--- src/core/fwd_cfg_pkg.sv ---
package fwd_cfg_pkg;
    // Register indices; the byte address on the bus is four times the index.
    localparam logic [15:0] IDX_STP = 16'h1843;
    localparam logic [15:0] IDX_PQM = 16'h1845;
    localparam logic [15:0] IDX_MIR = 16'h1846;
    localparam logic [15:0] IDX_ITS = 16'h1847;
    localparam logic [15:0] IDX_BCL = 16'h1848;
    localparam logic [15:0] IDX_IRQ_STAT = 16'h1850;
    localparam logic [15:0] IDX_IRQ_MASK = 16'h1851;

    // Implemented widths of each register; bits above read as zero.
    localparam int W_STP = 6;
    localparam int W_PQM = 16;
    localparam int W_MIR = 9;
    localparam int W_ITS = 6;
    localparam int W_BCL = 27;

    // Values after reset.
    localparam logic [W_STP-1:0] RST_STP = 6'h00;
    localparam logic [W_PQM-1:0] RST_PQM = 16'hFA41;
    localparam logic [W_MIR-1:0] RST_MIR = 9'h000;
    localparam logic [W_ITS-1:0] RST_ITS = 6'h00;
    localparam logic [W_BCL-1:0] RST_BCL = 27'h0080402;

    // Mirroring control field positions.
    localparam int MIR_TX_BIT = 0;
    localparam int MIR_RX_BIT = 1;
    localparam int MIR_MAP_LSB = 2;
    localparam int MIR_SNIF_LSB = 5;
    localparam int MIR_FILT_BIT = 8;

    // Broadcast limit layout: one 9-bit group per port, level low, enable on top.
    localparam int BCL_STRIDE = 9;
    localparam int BCL_EN_OFS = 8;
    localparam int BCL_LVL_W = 8;
    localparam int BCL_UNIT_SHIFT = 6;

    // Ingress type value that takes the destination from the VLAN tag.
    localparam logic [1:0] ITS_VLAN_DEST = 2'h3;

    // Interrupt event bits.
    localparam int EV_FILT = 0;
    localparam int EV_THR = 1;
    localparam int EV_STP = 2;
    localparam int EV_W = 3;

    // Throttle interval and the clock it is counted on.
    localparam real THROTTLE_INTERVAL_MS = 1.72;
    localparam real CLK_MHZ = 125.0;
    localparam int INTERVAL_CYCLES = int'(THROTTLE_INTERVAL_MS * 1000.0 * CLK_MHZ);

    typedef enum logic [1:0] {
        ST_FORWARDING = 2'h0,
        ST_BLOCKING = 2'h1,
        ST_LEARNING = 2'h2,
        ST_LISTENING = 2'h3
    } stp_state_t;

    function automatic logic [15:0] byte_addr(logic [15:0] idx);
        return {idx[13:0], 2'h0};
    endfunction

    // Picks the two-bit field of a port; port code 3 names no port.
    function automatic logic [1:0] port_fld2(logic [5:0] v, logic [1:0] p);
        case (p)
            2'h0: return v[1:0];
            2'h1: return v[3:2];
            2'h2: return v[5:4];
            default: return 2'h0;
        endcase
    endfunction

    function automatic logic port_bit(logic [2:0] m, logic [1:0] p);
        return (p == 2'h3) ? 1'b0 : m[p];
    endfunction
endpackage

--- src/core/bcast_throttle.sv ---
`timescale 1ns/1ns
module bcast_throttle
    import fwd_cfg_pkg::*;
#(
    parameter int LEN_W = 11
) (
    // Clock and reset.
    input wire logic clk,
    input wire logic srst,
    // Interval tick and configuration.
    input wire logic tick,
    input wire logic enable,
    input wire logic [BCL_LVL_W-1:0] level,
    // Broadcast packet received on this port.
    input wire logic bc_valid,
    input wire logic [LEN_W-1:0] bc_len,
    // Discard decision for that packet.
    output logic drop
);
    localparam int CNT_W = BCL_LVL_W + BCL_UNIT_SHIFT + 1;

    logic [CNT_W-1:0] used_q;
    logic [CNT_W:0] allow;
    logic [CNT_W:0] sum;

    // Allowance is the level in 64-byte units; the sum is one bit wider so it never wraps.
    assign allow = (CNT_W + 1)'({level, {BCL_UNIT_SHIFT{1'b0}}});
    assign sum = {1'b0, used_q} + (CNT_W + 1)'(bc_len);
    assign drop = enable && bc_valid && (sum > allow);

    // Accepted bytes add up until the next interval tick restarts the allowance.
    always_ff @(posedge clk) begin
        if (srst || !enable) begin
            used_q <= '0;
        end else if (tick) begin
            used_q <= '0;
        end else if (bc_valid && !drop) begin
            used_q <= sum[CNT_W-1:0];
        end
    end
endmodule

--- src/core/event_irq.sv ---
`timescale 1ns/1ns
module event_irq #(
    parameter int W = 3
) (
    // Clock and reset.
    input wire logic clk,
    input wire logic srst,
    // Event pulses from the block.
    input wire logic [W-1:0] ev,
    // Register writes.
    input wire logic clr_wr,
    input wire logic mask_wr,
    input wire logic [W-1:0] wdata,
    // Register contents and the interrupt level.
    output logic [W-1:0] status_q,
    output logic [W-1:0] mask_q,
    output logic irq
);
    // A new event outranks a write-one-to-clear in the same cycle.
    always_ff @(posedge clk) begin
        if (srst) begin
            status_q <= '0;
        end else begin
            status_q <= (status_q & ~(clr_wr ? wdata : '0)) | ev;
        end
    end

    always_ff @(posedge clk) begin
        if (srst) begin
            mask_q <= '0;
        end else if (mask_wr) begin
            mask_q <= wdata;
        end
    end

    assign irq = |(status_q & mask_q);
endmodule

--- src/core/port_fwd_cfg.sv ---
// Notes on behaviour
// - Two-bit spanning tree state per port at 5:4, 3:2, 1:0; reset forwarding.
// - State codes: 00 forwarding, 01 blocking, 10 learning, 11 listening.
// - Priority 7..0 picks its egress queue from bit pairs 15:14 down to 1:0.
// - Queue map resets to 3,3,2,2,1,0,0,1 for priorities 7 down to 0.
// - Control bit 1 copies packets received on mirrored ports to the sniffer.
// - Control bit 0 copies packets sent on mirrored ports to the sniffer.
// - Mirrored port map in bits 4:2; any number of ports may be set.
// - Bit 8 lets filtered packets be mirrored, to the sniffer only.
// - Mirrored filtered packets still count as filtered and raise the drop event.
// - Ingress type 11b takes destination from the VLAN tag; reset 00b.
// - Bits 26, 17, 8 enable broadcast throttling on ports 2, 1, 0.
// - Eight-bit levels allow level times 64 bytes per 1.72 ms; reset 02h.
// - Learn only if enabled and port state is forwarding or learning.
`timescale 1ns/1ns
module port_fwd_cfg
    import fwd_cfg_pkg::*;
#(
    parameter int LEN_W = 11,
    parameter int INTERVAL = INTERVAL_CYCLES
) (
    // Clock and reset.
    input wire logic clk,
    input wire logic srst,
    // Register port.
    input wire logic [15:0] reg_addr,
    input wire logic [31:0] reg_wdata,
    input wire logic reg_wr,
    input wire logic reg_rd,
    output logic [31:0] reg_rdata,
    // Received packet decision request.
    input wire logic pkt_valid,
    input wire logic [1:0] pkt_port,
    input wire logic [2:0] pkt_prio,
    input wire logic [2:0] pkt_dest,
    input wire logic [2:0] pkt_vlan_dest,
    input wire logic pkt_filtered,
    input wire logic pkt_bcast,
    input wire logic [LEN_W-1:0] pkt_len,
    input wire logic [2:0] learn_en,
    // Received packet decision answer.
    output logic fwd_valid,
    output logic [2:0] fwd_dest,
    output logic [1:0] fwd_queue,
    output logic fwd_learn,
    output logic fwd_mirror,
    output logic fwd_filt_inc,
    output logic fwd_thr_drop,
    // Transmitted packet mirroring.
    input wire logic tx_valid,
    input wire logic [1:0] tx_port,
    output logic tx_mir_valid,
    output logic [2:0] tx_mir_dest,
    // Interrupt.
    output logic irq
);
    import fwd_cfg_pkg::*;

    localparam int IVL_W = $clog2(INTERVAL);
    localparam logic [IVL_W-1:0] IVL_LAST = IVL_W'(INTERVAL - 1);

    logic [W_STP-1:0] stp_q;
    logic [W_PQM-1:0] pqm_q;
    logic [W_MIR-1:0] mir_q;
    logic [W_ITS-1:0] its_q;
    logic [W_BCL-1:0] bcl_q;
    logic [31:0] rdata_q;
    logic [IVL_W-1:0] ivl_q;
    logic tick;
    logic [2:0] thr_drop;
    logic [EV_W-1:0] ev;
    logic [EV_W-1:0] irq_stat;
    logic [EV_W-1:0] irq_mask;

    logic wr_stp;
    logic wr_pqm;
    logic wr_mir;
    logic wr_its;
    logic wr_bcl;
    logic wr_stat;
    logic wr_mask;

    logic fwd_valid_q;
    logic [2:0] fwd_dest_q;
    logic [1:0] fwd_queue_q;
    logic fwd_learn_q;
    logic fwd_mirror_q;
    logic fwd_filt_inc_q;
    logic fwd_thr_drop_q;
    logic tx_mir_valid_q;
    logic [2:0] tx_mir_dest_q;

    stp_state_t st;
    logic fwd_ok;
    logic vlan_mode;
    logic [2:0] base_dest;
    logic [2:0] snif;
    logic mir_rx_hit;
    logic thr;
    logic pass;
    logic mirror;
    logic [2:0] dest_d;
    logic learn_d;
    logic [1:0] queue_d;

    // Address decode of the write strobe.
    assign wr_stp = reg_wr && (reg_addr == byte_addr(IDX_STP));
    assign wr_pqm = reg_wr && (reg_addr == byte_addr(IDX_PQM));
    assign wr_mir = reg_wr && (reg_addr == byte_addr(IDX_MIR));
    assign wr_its = reg_wr && (reg_addr == byte_addr(IDX_ITS));
    assign wr_bcl = reg_wr && (reg_addr == byte_addr(IDX_BCL));
    assign wr_stat = reg_wr && (reg_addr == byte_addr(IDX_IRQ_STAT));
    assign wr_mask = reg_wr && (reg_addr == byte_addr(IDX_IRQ_MASK));

    // Spanning tree states; all ports come up forwarding.
    always_ff @(posedge clk) begin
        if (srst) begin
            stp_q <= RST_STP;
        end else if (wr_stp) begin
            stp_q <= reg_wdata[W_STP-1:0];
        end
    end

    // Priority to queue map.
    always_ff @(posedge clk) begin
        if (srst) begin
            pqm_q <= RST_PQM;
        end else if (wr_pqm) begin
            pqm_q <= reg_wdata[W_PQM-1:0];
        end
    end

    // Mirroring control. A sniffer map with several bits is stored as written;
    // the copy then goes to every marked port.
    always_ff @(posedge clk) begin
        if (srst) begin
            mir_q <= RST_MIR;
        end else if (wr_mir) begin
            mir_q <= reg_wdata[W_MIR-1:0];
        end
    end

    // Ingress type selection.
    always_ff @(posedge clk) begin
        if (srst) begin
            its_q <= RST_ITS;
        end else if (wr_its) begin
            its_q <= reg_wdata[W_ITS-1:0];
        end
    end

    // Broadcast limit enables and levels.
    always_ff @(posedge clk) begin
        if (srst) begin
            bcl_q <= RST_BCL;
        end else if (wr_bcl) begin
            bcl_q <= reg_wdata[W_BCL-1:0];
        end
    end

    // Read data stand only in the cycle after the strobe; unmapped reads give zero.
    always_ff @(posedge clk) begin
        if (srst || !reg_rd) begin
            rdata_q <= '0;
        end else if (reg_addr == byte_addr(IDX_STP)) begin
            rdata_q <= 32'(stp_q);
        end else if (reg_addr == byte_addr(IDX_PQM)) begin
            rdata_q <= 32'(pqm_q);
        end else if (reg_addr == byte_addr(IDX_MIR)) begin
            rdata_q <= 32'(mir_q);
        end else if (reg_addr == byte_addr(IDX_ITS)) begin
            rdata_q <= 32'(its_q);
        end else if (reg_addr == byte_addr(IDX_BCL)) begin
            rdata_q <= 32'(bcl_q);
        end else if (reg_addr == byte_addr(IDX_IRQ_STAT)) begin
            rdata_q <= 32'(irq_stat);
        end else if (reg_addr == byte_addr(IDX_IRQ_MASK)) begin
            rdata_q <= 32'(irq_mask);
        end else begin
            rdata_q <= '0;
        end
    end
    assign reg_rdata = rdata_q;

    // Free-running interval counter shared by all three throttles.
    always_ff @(posedge clk) begin
        if (srst || tick) begin
            ivl_q <= '0;
        end else begin
            ivl_q <= ivl_q + 1'b1;
        end
    end
    assign tick = (ivl_q == IVL_LAST);

    // One throttle per port; each sees only broadcasts received on its own port.
    for (genvar p = 0; p < 3; p++) begin : g_thr
        bcast_throttle #(.LEN_W(LEN_W)) u_thr (
            .clk(clk),
            .srst(srst),
            .tick(tick),
            .enable(bcl_q[p*BCL_STRIDE+BCL_EN_OFS]),
            .level(bcl_q[p*BCL_STRIDE+:BCL_LVL_W]),
            .bc_valid(pkt_valid && pkt_bcast && (pkt_port == 2'(p))),
            .bc_len(pkt_len),
            .drop(thr_drop[p])
        );
    end

    // Decision for the packet on the request port, all from current settings.
    assign st = stp_state_t'(port_fld2(stp_q, pkt_port));
    assign fwd_ok = (st == ST_FORWARDING);
    assign vlan_mode = (port_fld2(its_q, pkt_port) == ITS_VLAN_DEST);
    assign base_dest = vlan_mode ? pkt_vlan_dest : pkt_dest;
    assign snif = mir_q[MIR_SNIF_LSB+:3];
    assign mir_rx_hit = mir_q[MIR_RX_BIT]
                        && port_bit(mir_q[MIR_MAP_LSB+:3], pkt_port);
    assign thr = port_bit(thr_drop, pkt_port);
    assign pass = fwd_ok && !pkt_filtered && !thr;
    // A filtered packet goes to the sniffer alone, and only when bit 8 allows it.
    assign mirror = mir_rx_hit
                    && (pass || (pkt_filtered && mir_q[MIR_FILT_BIT]));
    assign dest_d = (pass ? base_dest : 3'h0) | (mirror ? snif : 3'h0);
    assign learn_d = port_bit(learn_en, pkt_port)
                     && (st == ST_FORWARDING || st == ST_LEARNING);
    assign queue_d = pqm_q[{pkt_prio, 1'b0}+:2];

    // Decision answer, one cycle after the request.
    always_ff @(posedge clk) begin
        if (srst) begin
            fwd_valid_q <= 1'b0;
            fwd_dest_q <= 3'h0;
            fwd_queue_q <= 2'h0;
            fwd_learn_q <= 1'b0;
            fwd_mirror_q <= 1'b0;
        end else begin
            fwd_valid_q <= pkt_valid;
            fwd_dest_q <= pkt_valid ? dest_d : 3'h0;
            fwd_queue_q <= pkt_valid ? queue_d : 2'h0;
            fwd_learn_q <= pkt_valid && learn_d;
            fwd_mirror_q <= pkt_valid && mirror;
        end
    end

    // Counter and drop indications; a mirrored filtered packet still counts.
    always_ff @(posedge clk) begin
        if (srst) begin
            fwd_filt_inc_q <= 1'b0;
            fwd_thr_drop_q <= 1'b0;
        end else begin
            fwd_filt_inc_q <= pkt_valid && pkt_filtered;
            fwd_thr_drop_q <= pkt_valid && thr;
        end
    end

    // Transmit side copies to the sniffer for mirrored ports.
    always_ff @(posedge clk) begin
        if (srst) begin
            tx_mir_valid_q <= 1'b0;
            tx_mir_dest_q <= 3'h0;
        end else begin
            tx_mir_valid_q <= tx_valid && mir_q[MIR_TX_BIT]
                              && port_bit(mir_q[MIR_MAP_LSB+:3], tx_port);
            tx_mir_dest_q <= snif;
        end
    end

    assign fwd_valid = fwd_valid_q;
    assign fwd_dest = fwd_dest_q;
    assign fwd_queue = fwd_queue_q;
    assign fwd_learn = fwd_learn_q;
    assign fwd_mirror = fwd_mirror_q;
    assign fwd_filt_inc = fwd_filt_inc_q;
    assign fwd_thr_drop = fwd_thr_drop_q;
    assign tx_mir_valid = tx_mir_valid_q;
    assign tx_mir_dest = tx_mir_valid_q ? tx_mir_dest_q : 3'h0;

    // Events feeding the interrupt; the drop event fires even when mirrored.
    assign ev[EV_FILT] = pkt_valid && pkt_filtered;
    assign ev[EV_THR] = pkt_valid && thr;
    assign ev[EV_STP] = pkt_valid && !fwd_ok;

    event_irq #(.W(EV_W)) u_irq (
        .clk(clk),
        .srst(srst),
        .ev(ev),
        .clr_wr(wr_stat),
        .mask_wr(wr_mask),
        .wdata(reg_wdata[EV_W-1:0]),
        .status_q(irq_stat),
        .mask_q(irq_mask),
        .irq(irq)
    );
endmodule

--- config.mk ---
export PLATFORM = sky130hd
export DESIGN_NAME = port_fwd_cfg
export DESIGN_NICKNAME = d
export VERILOG_FILES = /design/src/core/fwd_cfg_pkg.sv /design/src/core/bcast_throttle.sv /design/src/core/event_irq.sv /design/src/core/port_fwd_cfg.sv
export SDC_FILE = /design/constraint.sdc
export NUM_CORES = 1
export LEC_CHECK = 0
export BUFFER_PORTS_ARGS = -buffer_cell sky130_fd_sc_hd__buf_2
export CAP_MARGIN = 20
export CORE_ASPECT_RATIO = 2
export CORE_MARGIN = 2
export CORE_UTILIZATION = 30
export DETAILED_ROUTE_END_ITERATION = 8
export HOLD_SLACK_MARGIN = 0.1
export PLACE_DENSITY = 0.51
export RECOVER_POWER = 50
export SLEW_MARGIN = 20
export SYNTH_ARGS = -nofsm -noshare
export SYNTH_HDL_FRONTEND = slang
export SYNTH_SLANG_ARGS = --single-unit
--- constraint.sdc ---
create_clock -name clk -period 9 [get_ports clk]
set_input_delay 1.8 -clock clk [delete_from_list [all_inputs] [get_ports clk]]
set_output_delay 1.8 -clock clk [all_outputs]
set_load 0.02 [all_outputs]
==> results of run 1 <==
cells in the mapped netlist, types with 23 or more instances:
library cell and number:
a21oi_1 91, and2_1 26, clkbuf_1 31, dfxtp_1 174, ha_1 58, inv_1 34
mux2i_1 43, nand2_1 149, nand3_1 47, nor2_1 101, xnor2_1 23, xor2_1 24
power by group:
part,internal (mW),total [mW],switching (mW)
clock network,0.392,0.713,0.321
logic,0.0389,0.108,0.0689
registers,0.773,0.774,0.00166
total,1.20,1.60,0.392
logic make-up after synthesis:
| group | Yosys count | synth area share |
|---|---|---|
| AOI/OAI and AO/OA | 218 | 0.165 |
| other | 1 | 0.000406 |
| DFF | 174 | 0.377 |
| and+or+nand+nor | 427 | 0.223 |
| muxes | 57 | 0.0685 |
| buffers and inverters | 79 | 0.0363 |
| adders and majority gates | 61 | 0.0850 |
| xor gates and xnor gates | 47 | 0.0445 |
registers in the layout, summed over array words and instances (netlist names), 6 cells and up:
signal              flops
stp_q                   6
g_thr.u_thr.used_q     45
its_q                   6
bcl_q                  27
ivl_q                  18
reg_rdata              27
mir_q                   9
pqm_q                  16
through the flow:
stage / instance area (µm²) / hold WS [ns] / total power [mW] / setup WS, ns
2_1_floorplan: 9260 / 0.413 / 0.852 / 3.23
3_3_place_gp: 10200 / 0.426 / 0.900 / 2.52
5_1_grt: 10700 / 0.474 / 1.66 / 2.78
3_5_place_dp: 10200 / 0.439 / 0.901 / 2.51
6_report: 10700 / 0.447 / 1.60 / 3.02
4_1_cts: 10700 / 0.455 / 1.62 / 2.98
worst min path at each step:
stage / start / end / slack (ns) / cells after the start
floorplan: ivl_q[0] / ivl_q[0] / 0.41 / 1
global placement: ivl_q[0] / ivl_q[0] / 0.43 / 1
detailed placement: bcl_q[19] / reg_rdata[19] / 0.44 / 1
CTS: ivl_q[0] / ivl_q[0] / 0.46 / 1
global route: g_thr[1].u_thr.used_q[3] / g_thr[1].u_thr.used_q[3] / 0.47 / 2
finish: ivl_q[0] / ivl_q[0] / 0.45 / 1
per-layer routing:
metal | share of wire | global-route usage | vias to the layer above
met5 | 0 | 0 | -
met4 | 0.063 | 0.116 | 0
met3 | 0.033 | 0.0309 | 78
met2 | 0.54 | 0.330 | 203
met1 | 0.37 | 0.177 | 3808
li1 | - | - | 3974
layout make-up:
type                            instances  share of cell area
Sequential cell                       174               0.327
Clock inverter                          8             0.00810
Tap cell                              368              0.0432
Timing Repair Buffer                  126              0.0554
Clock buffer                           21              0.0432
Inverter                               34              0.0120
Multi-Input combinational cell        815               0.511
==> flow_summary.json, run 1 <==
{
  "drv_cap": 2,
  "slew-limit-headroom": -0.172,
  "n_antenna_cell": 0,
  "rsz0062_at_grt": "no",
  "ir_drop_uv": 121,
  "synth_flop_cell": "dfxtp_1",
  "yosys_warnings": 0,
  "utilization": 0.352,
  "startpoint": "pkt_len[0]",
  "cts-root-buf": "clkbuf_16",
  "cts_tree": "yes",
  "final_cell_mix": "dfxtp_1 (174), nand2_1 (149), nor2_1 (101)",
  "seqCellArea_um2": 3480,
  "cp.depth": 16,
  "max_stage_delay_ns": 0.58,
  "pin_count": 130,
  "cp_max_fo": 5,
  "period_share": 0.664,
  "layout_commonest_cell": "dfxtp_1",
  "cts-resized-gates": 0,
  "cts_setup_buffers": 0,
  "yosysUniqueCellTypes": 81,
  "failed_checks": "capacitance limit, slew limit",
  "routabilityCongestion": 0.834,
  "viasPerCell": 5.22,
  "synth.area.top_cells": "dfxtp_1 (38%), ha_1 (7.9%), nand2_1 (6.1%), a21oi_1 (4.9%), mux2i_1 (4.7%)",
  "layoutNonFillerInstCount": 1546,
  "clkLatencyLatePin_ns": 0.46,
  "vias": 8063,
  "die_x_um": 128,
  "required_ns": 9.39,
  "grt-ovfl-total": 0,
  "hpwl_um": 21800,
  "cp_common_cell": "ha_1",
  "critPathLaunchType": "input pin",
  "drive_above_1_share": 0.129,
  "port_buffers": 119,
  "status": "finished, violations left",
  "multi_input_area_um2": 5450,
  "r2r_slack_ns": 4.24,
  "cts_max_level": 4,
  "clkSlewWorstSetupHoldPaths_ns": 0.07,
  "grt_use_total": 0.177,
  "grt_max_degree": 35,
  "syn_inst": 1064,
  "ctsHoldBuffers": 0,
  "cp-end-kind": "register",
  "synth_top_cell_by_area": "dfxtp_1",
  "antenna_found_initial": 0,
  "grt_pass1_wl_um": 43400,
  "area_growth_pct": 15.3,
  "reg2reg_from": "g_thr[0].u_thr.used_q[0]",
  "clockBufferDepth": 2,
  "setup_violations": 0,
  "skew_ns": 0.00793,
  "grt_pass1_vias": 8102,
  "path_cells": "buf_2, ha_1, fa_1, a21oi_1, nor2_1, o32a_1, and2_2, o21a_1, xor2_1, ha_1, nand3_1, or4_1, o41a_1, or4_4, nor2_2, a32o_1",
  "cp.arrival_ns": 6.37,
  "core_area_um2": 30300,
  "critPathSlowestCell": "or4_4",
  "synth_area_um2": 9240,
  "dr.pass1.iters": 5,
  "fmax_ghz": 0.167,
  "hold_path_class": "reg2reg",
  "die_y_um": 252,
  "place_inst": 1516,
  "n_fill_cell": 3203,
  "tightest_slew_ns": 1.76,
  "criticalPathCategory": "in2reg",
  "worst_path_dominant_cell_family": "simple AND/OR/NAND/NOR gates",
  "dieArea_um2": 32300,
  "numClockSinks": 174,
  "critPathCapture": "fwd_dest[0]",
  "ys_seq_area_frac": 0.377,
  "drv_slew": 64,
  "powerDensity_nw_per_um2": 150,
  "async_reset_ff_frac": 0,
  "final_net_count": 1312,
  "antenna_left": 0,
  "syn_avg_cell_area_um2": 8.69,
  "num_rows": 90,
  "start_util": 0.305,
  "reg2reg_depth": 15,
  "detail_route.iter0.violations": 334,
  "drc": 0,
  "wirelength_um": 27800,
  "critical_path_buf_inv_count": 1,
  "p_leak_nw": 4.23,
  "synth_seq_cells": 174,
  "tns_ns": 0,
  "synth-edff-count": 0,
  "netlist.area_leader.share": 0.377,
  "cts_buffers": 17,
  "hold_viol": 0,
  "period_needed_ns": 5.98,
  "wl_per_cell_um": 18.0,
  "rr_endpoint": "fwd_dest[0]"
}
No activity file was read; power rests on OpenSTA's default activity.
==> run 2, diff against run 1 <==
--- a/config.mk
+++ b/config.mk
@@ -5,6 +5,7 @@
 export SDC_FILE = /design/constraint.sdc
 export NUM_CORES = 1
 export LEC_CHECK = 0
+export ABC_AREA = 1
 export BUFFER_PORTS_ARGS = -buffer_cell sky130_fd_sc_hd__buf_2
 export CAP_MARGIN = 20
 export CORE_ASPECT_RATIO = 2
@@ -12,7 +13,7 @@
 export CORE_UTILIZATION = 30
 export DETAILED_ROUTE_END_ITERATION = 8
 export HOLD_SLACK_MARGIN = 0.1
-export PLACE_DENSITY = 0.51
+export PLACE_DENSITY = 0.53
 export RECOVER_POWER = 50
 export SLEW_MARGIN = 20
 export SYNTH_ARGS = -nofsm -noshare
==> constraint.sdc (replaced) <==
create_clock -name clk -period 5.2 [get_ports clk]
set_input_delay 1.04 -clock clk [delete_from_list [all_inputs] [get_ports clk]]
set_output_delay 1.04 -clock clk [all_outputs]
set_load 0.02 [all_outputs]
==> flow_summary.json, run 2 <==
{
  "powerDensity_nw_per_um2": 264,
  "die_y_um": 255,
  "yosys_warnings": 0,
  "yosys-top-cells-count": "nand2_1 (229), nor2_1 (182), inv_1 (175), dfxtp_1 (174), a21oi_1 (102)",
  "fmax_ghz": 0.228,
  "antenna_found_initial": 0,
  "wl_per_cell_um": 16.1,
  "synth.area.top_cells": "dfxtp_1 (37%), nand2_1 (9.1%), ha_1 (7.7%), nor2_1 (7.2%), inv_1 (7.0%)",
  "synth_seq_cells": 174,
  "synth_top_cell_by_area": "dfxtp_1",
  "wirelength_um": 29800,
  "synth-edff-count": 0,
  "drv_slew": 0,
  "n_fill_cell": 3367,
  "setup_violations": 0,
  "cts_setup_buffers": 0,
  "clkSlewWorstSetupHoldPaths_ns": 0.08,
  "cp_max_fo": 19,
  "start_util": 0.306,
  "layoutNonFillerInstCount": 1854,
  "cts_max_level": 4,
  "cp-end-kind": "register",
  "drc": 0,
  "cts_tree": "yes",
  "ir_drop_uv": 230,
  "final_cell_mix": "nand2_1 (230), nor2_1 (183), inv_1 (176)",
  "synth.most_common_cell": "nand2_1",
  "dieArea_um2": 33000,
  "die_x_um": 129,
  "cts-resized-gates": 0,
  "yosysUniqueCellTypes": 47,
  "port_buffers": 119,
  "viasPerCell": 4.81,
  "tns_ns": 0,
  "rsz0062_at_grt": "no",
  "netlist.area_leader.share": 0.369,
  "period_share": 0.842,
  "hold_path_class": "reg2reg",
  "clockBufferDepth": 2,
  "grt_pass1_vias": 8693,
  "drive_above_1_share": 0.0940,
  "top_register": "g_thr.u_thr.used_q",
  "grt-ovfl-total": 0,
  "grt_max_degree": 65,
  "cp.arrival_ns": 4.76,
  "grt_pass1_wl_um": 45700,
  "grt_use_total": 0.184,
  "hpwl_um": 23700,
  "period_needed_ns": 4.38,
  "status": "finished, final reports clean",
  "critPathLaunchType": "input pin",
  "slew-limit-headroom": 0.0444,
  "criticalPathCategory": "in2reg",
  "core_area_um2": 30900,
  "area_growth_pct": 15.6,
  "largest_register_ffs": 45,
  "hold_viol": 0,
  "num_rows": 91,
  "layout_commonest_cell": "nand2_1",
  "antenna_left": 0,
  "synth_area_um2": 9440,
  "required_ns": 5.59,
  "p_leak_nw": 4.76,
  "final_net_count": 1567,
  "clkLatencyLatePin_ns": 0.46,
  "cts_buffers": 17,
  "cts-root-buf": "clkbuf_16",
  "drv_cap": 0,
  "n_antenna_cell": 0,
  "skew_ns": 0.0116,
  "synth_flop_cell": "dfxtp_1",
  "syn_avg_cell_area_um2": 7.19,
  "dr.pass1.iters": 5,
  "place_inst": 1822,
  "tightest_slew_ns": 1.42,
  "async_reset_ff_frac": 0,
  "pin_count": 130,
  "numClockSinks": 174,
  "ctsHoldBuffers": 0,
  "ys_seq_area_frac": 0.369,
  "detail_route.iter0.violations": 376,
  "routabilityCongestion": 0.900,
  "hold-worst-slack_ns": 0.452,
  "syn_inst": 1313,
  "vias": 8909
}
[run 2: cell types whose count changed in the layout (fill, tap and decap cells not counted), sizes merged, moves of 13 or more]
cell / change
and3: -13
mux2i: -43
a211oi: +33
nor2: +83
nand2: +85
nand3: +27
and2: -28
xnor2: -14
nor2b: -19
inv: +154
o21ai: +73
[run 2: area by class of cell]
type | instances | area [µm²] | share of cell area
Clock buffer | 17 | 425 | 0.0390
Clock inverter | 15 | 184 | 0.0169
Inverter | 182 | 684 | 0.0627
Multi-Input combinational cell | 924 | 5030 | 0.461
Sequential cell | 174 | 3480 | 0.319
Tap cell | 418 | 523 | 0.0479
Timing Repair Buffer | 124 | 578 | 0.0530
[run 2: path summary, 6_finish.rpt]
path                             from                       end  slack, ns  cells after the start
max                        pkt_len[0]  g_thr[1].u_thr.used_q[6]       0.82                     27
min                          ivl_q[0]                  ivl_q[0]       0.45                      1
max reg2reg  g_thr[1].u_thr.used_q[0]  g_thr[1].u_thr.used_q[6]       1.26                     26
min reg2reg                  ivl_q[0]                  ivl_q[0]       0.45                      1
[run 2: per-layer routing]
metal  vias up  global-route usage  routed length [µm]
met5         -                   0                   0
met1      4058               0.173               10500
met2       221               0.357               16300
met4         0               0.124                2060
li1       4548                   -                   -
met3        82              0.0280                1040
[run 2: report_power, final]
group	leakage (nW)	switching, mW	internal [mW]
sequential	1.40	0.00256	1.34
clock	0.289	0.678	0.654
combinational	3.07	0.141	0.0637
total	4.76	0.821	2.05
[run 2: stage by stage]
step | instance area [µm²] | power [mW] | util | setup slack (ns)
6_report | 10900 | 2.88 | 0.354 | 0.823
3_3_place_gp | 10400 | 1.58 | 0.337 | 0.283
2_1_floorplan | 9450 | 1.48 | - | 1.20
3_5_place_dp | 10400 | 1.58 | 0.337 | 0.267
5_1_grt | 10900 | 2.99 | 0.354 | 0.445
4_1_cts | 11000 | 2.91 | 0.356 | 0.747
[run 2: kinds of logic (layout without fill, tap and decap cells)]
| kind of cell | after synthesis | count (layout) | share of synthesized area |
|---|---|---|---|
| buf+inv | 219 | 338 | 0.0957 |
| fa+ha+maj | 61 | 61 | 0.0833 |
| mux | 3 | 3 | 0.00358 |
| other cells | 1 | 5 | 0.000397 |
| flops | 174 | 174 | 0.369 |
| xor+xnor | 35 | 35 | 0.0325 |
| simple gates | 550 | 550 | 0.253 |
| compound gates | 270 | 270 | 0.162 |
[run 2: worst max-delay path, cell delays in order]
cell and delay, ns:
buf_2 0.15, ha_1 0.24, fa_1 0.40, nand3_1 0.12
nand2_1 0.08, nand2_1 0.08, nand2_1 0.11, nand2_1 0.08
nand3_1 0.10, a21boi_0 0.29, o21ai_0 0.16, xor2_1 0.18
ha_1 0.29, nand2_1 0.05, inv_1 0.07, nand3_1 0.08
nor2_1 0.12, nand2_1 0.06, nor2_1 0.08, nand2_1 0.06
nand2_1 0.05, nand3_1 0.10, nand2_1 0.13, nand2_1 0.09
inv_2 0.28, o21ai_0 0.13, a21oi_1 0.15
==> run 3, diff against run 2 <==
--- a/config.mk
+++ b/config.mk
@@ -13,7 +13,7 @@
 export CORE_UTILIZATION = 30
 export DETAILED_ROUTE_END_ITERATION = 8
 export HOLD_SLACK_MARGIN = 0.1
-export PLACE_DENSITY = 0.53
+export PLACE_DENSITY = 0.51
 export RECOVER_POWER = 50
 export SLEW_MARGIN = 20
 export SYNTH_ARGS = -nofsm -noshare
==> constraint.sdc (replaced) <==
create_clock -name clk -period 4.5 [get_ports clk]
set_input_delay 0.9 -clock clk [delete_from_list [all_inputs] [get_ports clk]]
set_output_delay 0.9 -clock clk [all_outputs]
set_load 0.02 [all_outputs]
==> flow_summary.json, run 3 (synthesized netlist as in run 2, its figures left out) <==
{
  "status": "finished, final reports clean",
  "p_leak_nw": 4.89,
  "final_cell_area_um2": 11100,
  "period_share": 0.905,
  "drv_slew": 0,
  "rsz0062_at_grt": "no",
  "grt_pass1_vias": 9132,
  "internal_power_mw": 2.52,
  "period_needed_ns": 4.07,
  "place_area_um2": 10600,
  "grt_use_total": 0.192,
  "fmax_ghz": 0.246,
  "largest_register_ffs": 45,
  "clockBufferDepth": 2,
  "cp-end-kind": "register",
  "drive_above_1_share": 0.108,
  "drc": 0,
  "hold_path_class": "reg2reg",
  "cp.arrival_ns": 4.44,
  "antenna_left": 0,
  "die_y_um": 255,
  "cts_tree": "yes",
  "powerDensity_nw_per_um2": 305,
  "layout_commonest_cell": "nand2_1",
  "slew-limit-headroom": 0.120,
  "cts-root-buf": "clkbuf_16",
  "clkSlewWorstSetupHoldPaths_ns": 0.07,
  "wl_per_cell_um": 16.3,
  "final_net_count": 1594,
  "p_sw_frac": 0.258,
  "top_register": "g_thr.u_thr.used_q",
  "wirelength_um": 30700,
  "utilization": 0.361,
  "ir_drop_uv": 258,
  "cts_max_level": 4,
  "n_antenna_cell": 0,
  "area_growth_pct": 18.0,
  "comb_power_share": 0.073,
  "pin_count": 130,
  "required_ns": 4.87,
  "p_switching_mw": 0.876,
  "dieArea_um2": 33000,
  "p_seq_frac": 0.456,
  "detail_route.iter0.violations": 394,
  "routabilityCongestion": 0.902,
  "hold_depth": 1,
  "final_cell_mix": "nand2_1 (230), nor2_1 (182), inv_1 (176)",
  "clkLatencyLatePin_ns": 0.45,
  "setup_violations": 0,
  "grt_pass1_wl_um": 47700,
  "cts_buffers": 17,
  "start_util": 0.306,
  "criticalPathCategory": "in2reg",
  "cts_setup_buffers": 0,
  "power.share.clock": 0.471,
  "reg2reg_depth": 27,
  "drv_cap": 0,
  "critPathLaunchType": "input pin",
  "grt-ovfl-total": 0,
  "cp_max_fo": 11,
  "hold_viol": 0,
  "vias": 9090,
  "ctsHoldBuffers": 0,
  "grt_max_degree": 65,
  "skew_ns": 0.00945,
  "tightest_slew_ns": 1.31,
  "dr.pass1.iters": 4,
  "viasPerCell": 4.84,
  "numClockSinks": 174,
  "port_buffers": 119,
  "die_x_um": 129,
  "antenna_found_initial": 1,
  "num_rows": 91,
  "hpwl_um": 24500,
  "core_area_um2": 30900
}
[run 3: changes by cell type in the layout (fill, tap and decap cells not counted), moves of 2 or more]
cell	change
buf_2	-3
buf_4	+26
bufinv_16	+3
clkbuf_1	+5
clkinv_8	-4
inv_8	-2
[run 3: path summary, 6_finish.rpt]
path	startpoint	to	slack, ns
worst min register to register	ivl_q[0]	ivl_q[0]	0.45
worst min-delay path	ivl_q[0]	ivl_q[0]	0.45
worst max-delay path	pkt_len[0]	g_thr[2].u_thr.used_q[6]	0.43
worst max register to register	g_thr[1].u_thr.used_q[0]	g_thr[1].u_thr.used_q[5]	0.76
[run 3: metal layers]
layer / up-vias / GRT usage / share of wire
met5: - / 0 / 0.00049
met4: 2 / 0.138 / 0.073
met3: 84 / 0.0274 / 0.031
met2: 217 / 0.374 / 0.55
met1: 4175 / 0.177 / 0.34
li1: 4612 / - / -
[run 3: critical path: stages]
cell and delay (ns):
buf_2 0.14, buf_4 0.16, ha_1 0.22, fa_1 0.42, nand3_1 0.09, nand2_1 0.08
nand2_1 0.07, nand2_1 0.06, a21oi_1 0.20, o21ai_0 0.14, xor2_1 0.18, ha_1 0.29
nand2_1 0.05, inv_1 0.07, nand3_1 0.07, nor3_1 0.15, buf_4 0.15, nand2_1 0.05
nor2_1 0.09, nand2_1 0.06, nand2_1 0.08, nand3_2 0.11, nand2_2 0.13, buf_4 0.22
nand3_1 0.09, a21oi_1 0.18
[run 3: power groups by stage]
stage	Clock [mW]	Sequential (mW)	Combinational [mW]
floorplan	0	1.59	0.130
global placement	0	1.58	0.249
detailed placement	0	1.58	0.250
CTS	1.64	1.55	0.251
global route	1.70	1.55	0.273
finish	1.60	1.55	0.247
[run 3: area by class of cell]
type,instances,area (µm²)
flip-flops and latches,174,3480
clock buffers,19,433
well taps,418,523
repair buffers,151,790
fillers,3367,19700
multi-input cells,924,5040
inverters,182,684
clock inverters,12,180
[run 3: what timing repair did]
item	CTS	global route
endpoints found under the setup margin	0	14
resized for setup	0	2
endpoints found under the hold margin	0	0
[run 3: through the flow]
step	setup slack, ns	TNS, ns	hold WS, ns	instances	total power [mW]
3_3_place_gp	-0.162	-2.68	0.436	1849	1.83
6_report	0.429	0	0.454	1880	3.39
3_5_place_dp	-0.201	-3.52	0.442	1849	1.83
5_1_grt	0.0145	0	0.479	1880	3.52
2_1_floorplan	0.638	0	0.418	1317	1.72
4_1_cts	0.269	0	0.460	1880	3.43
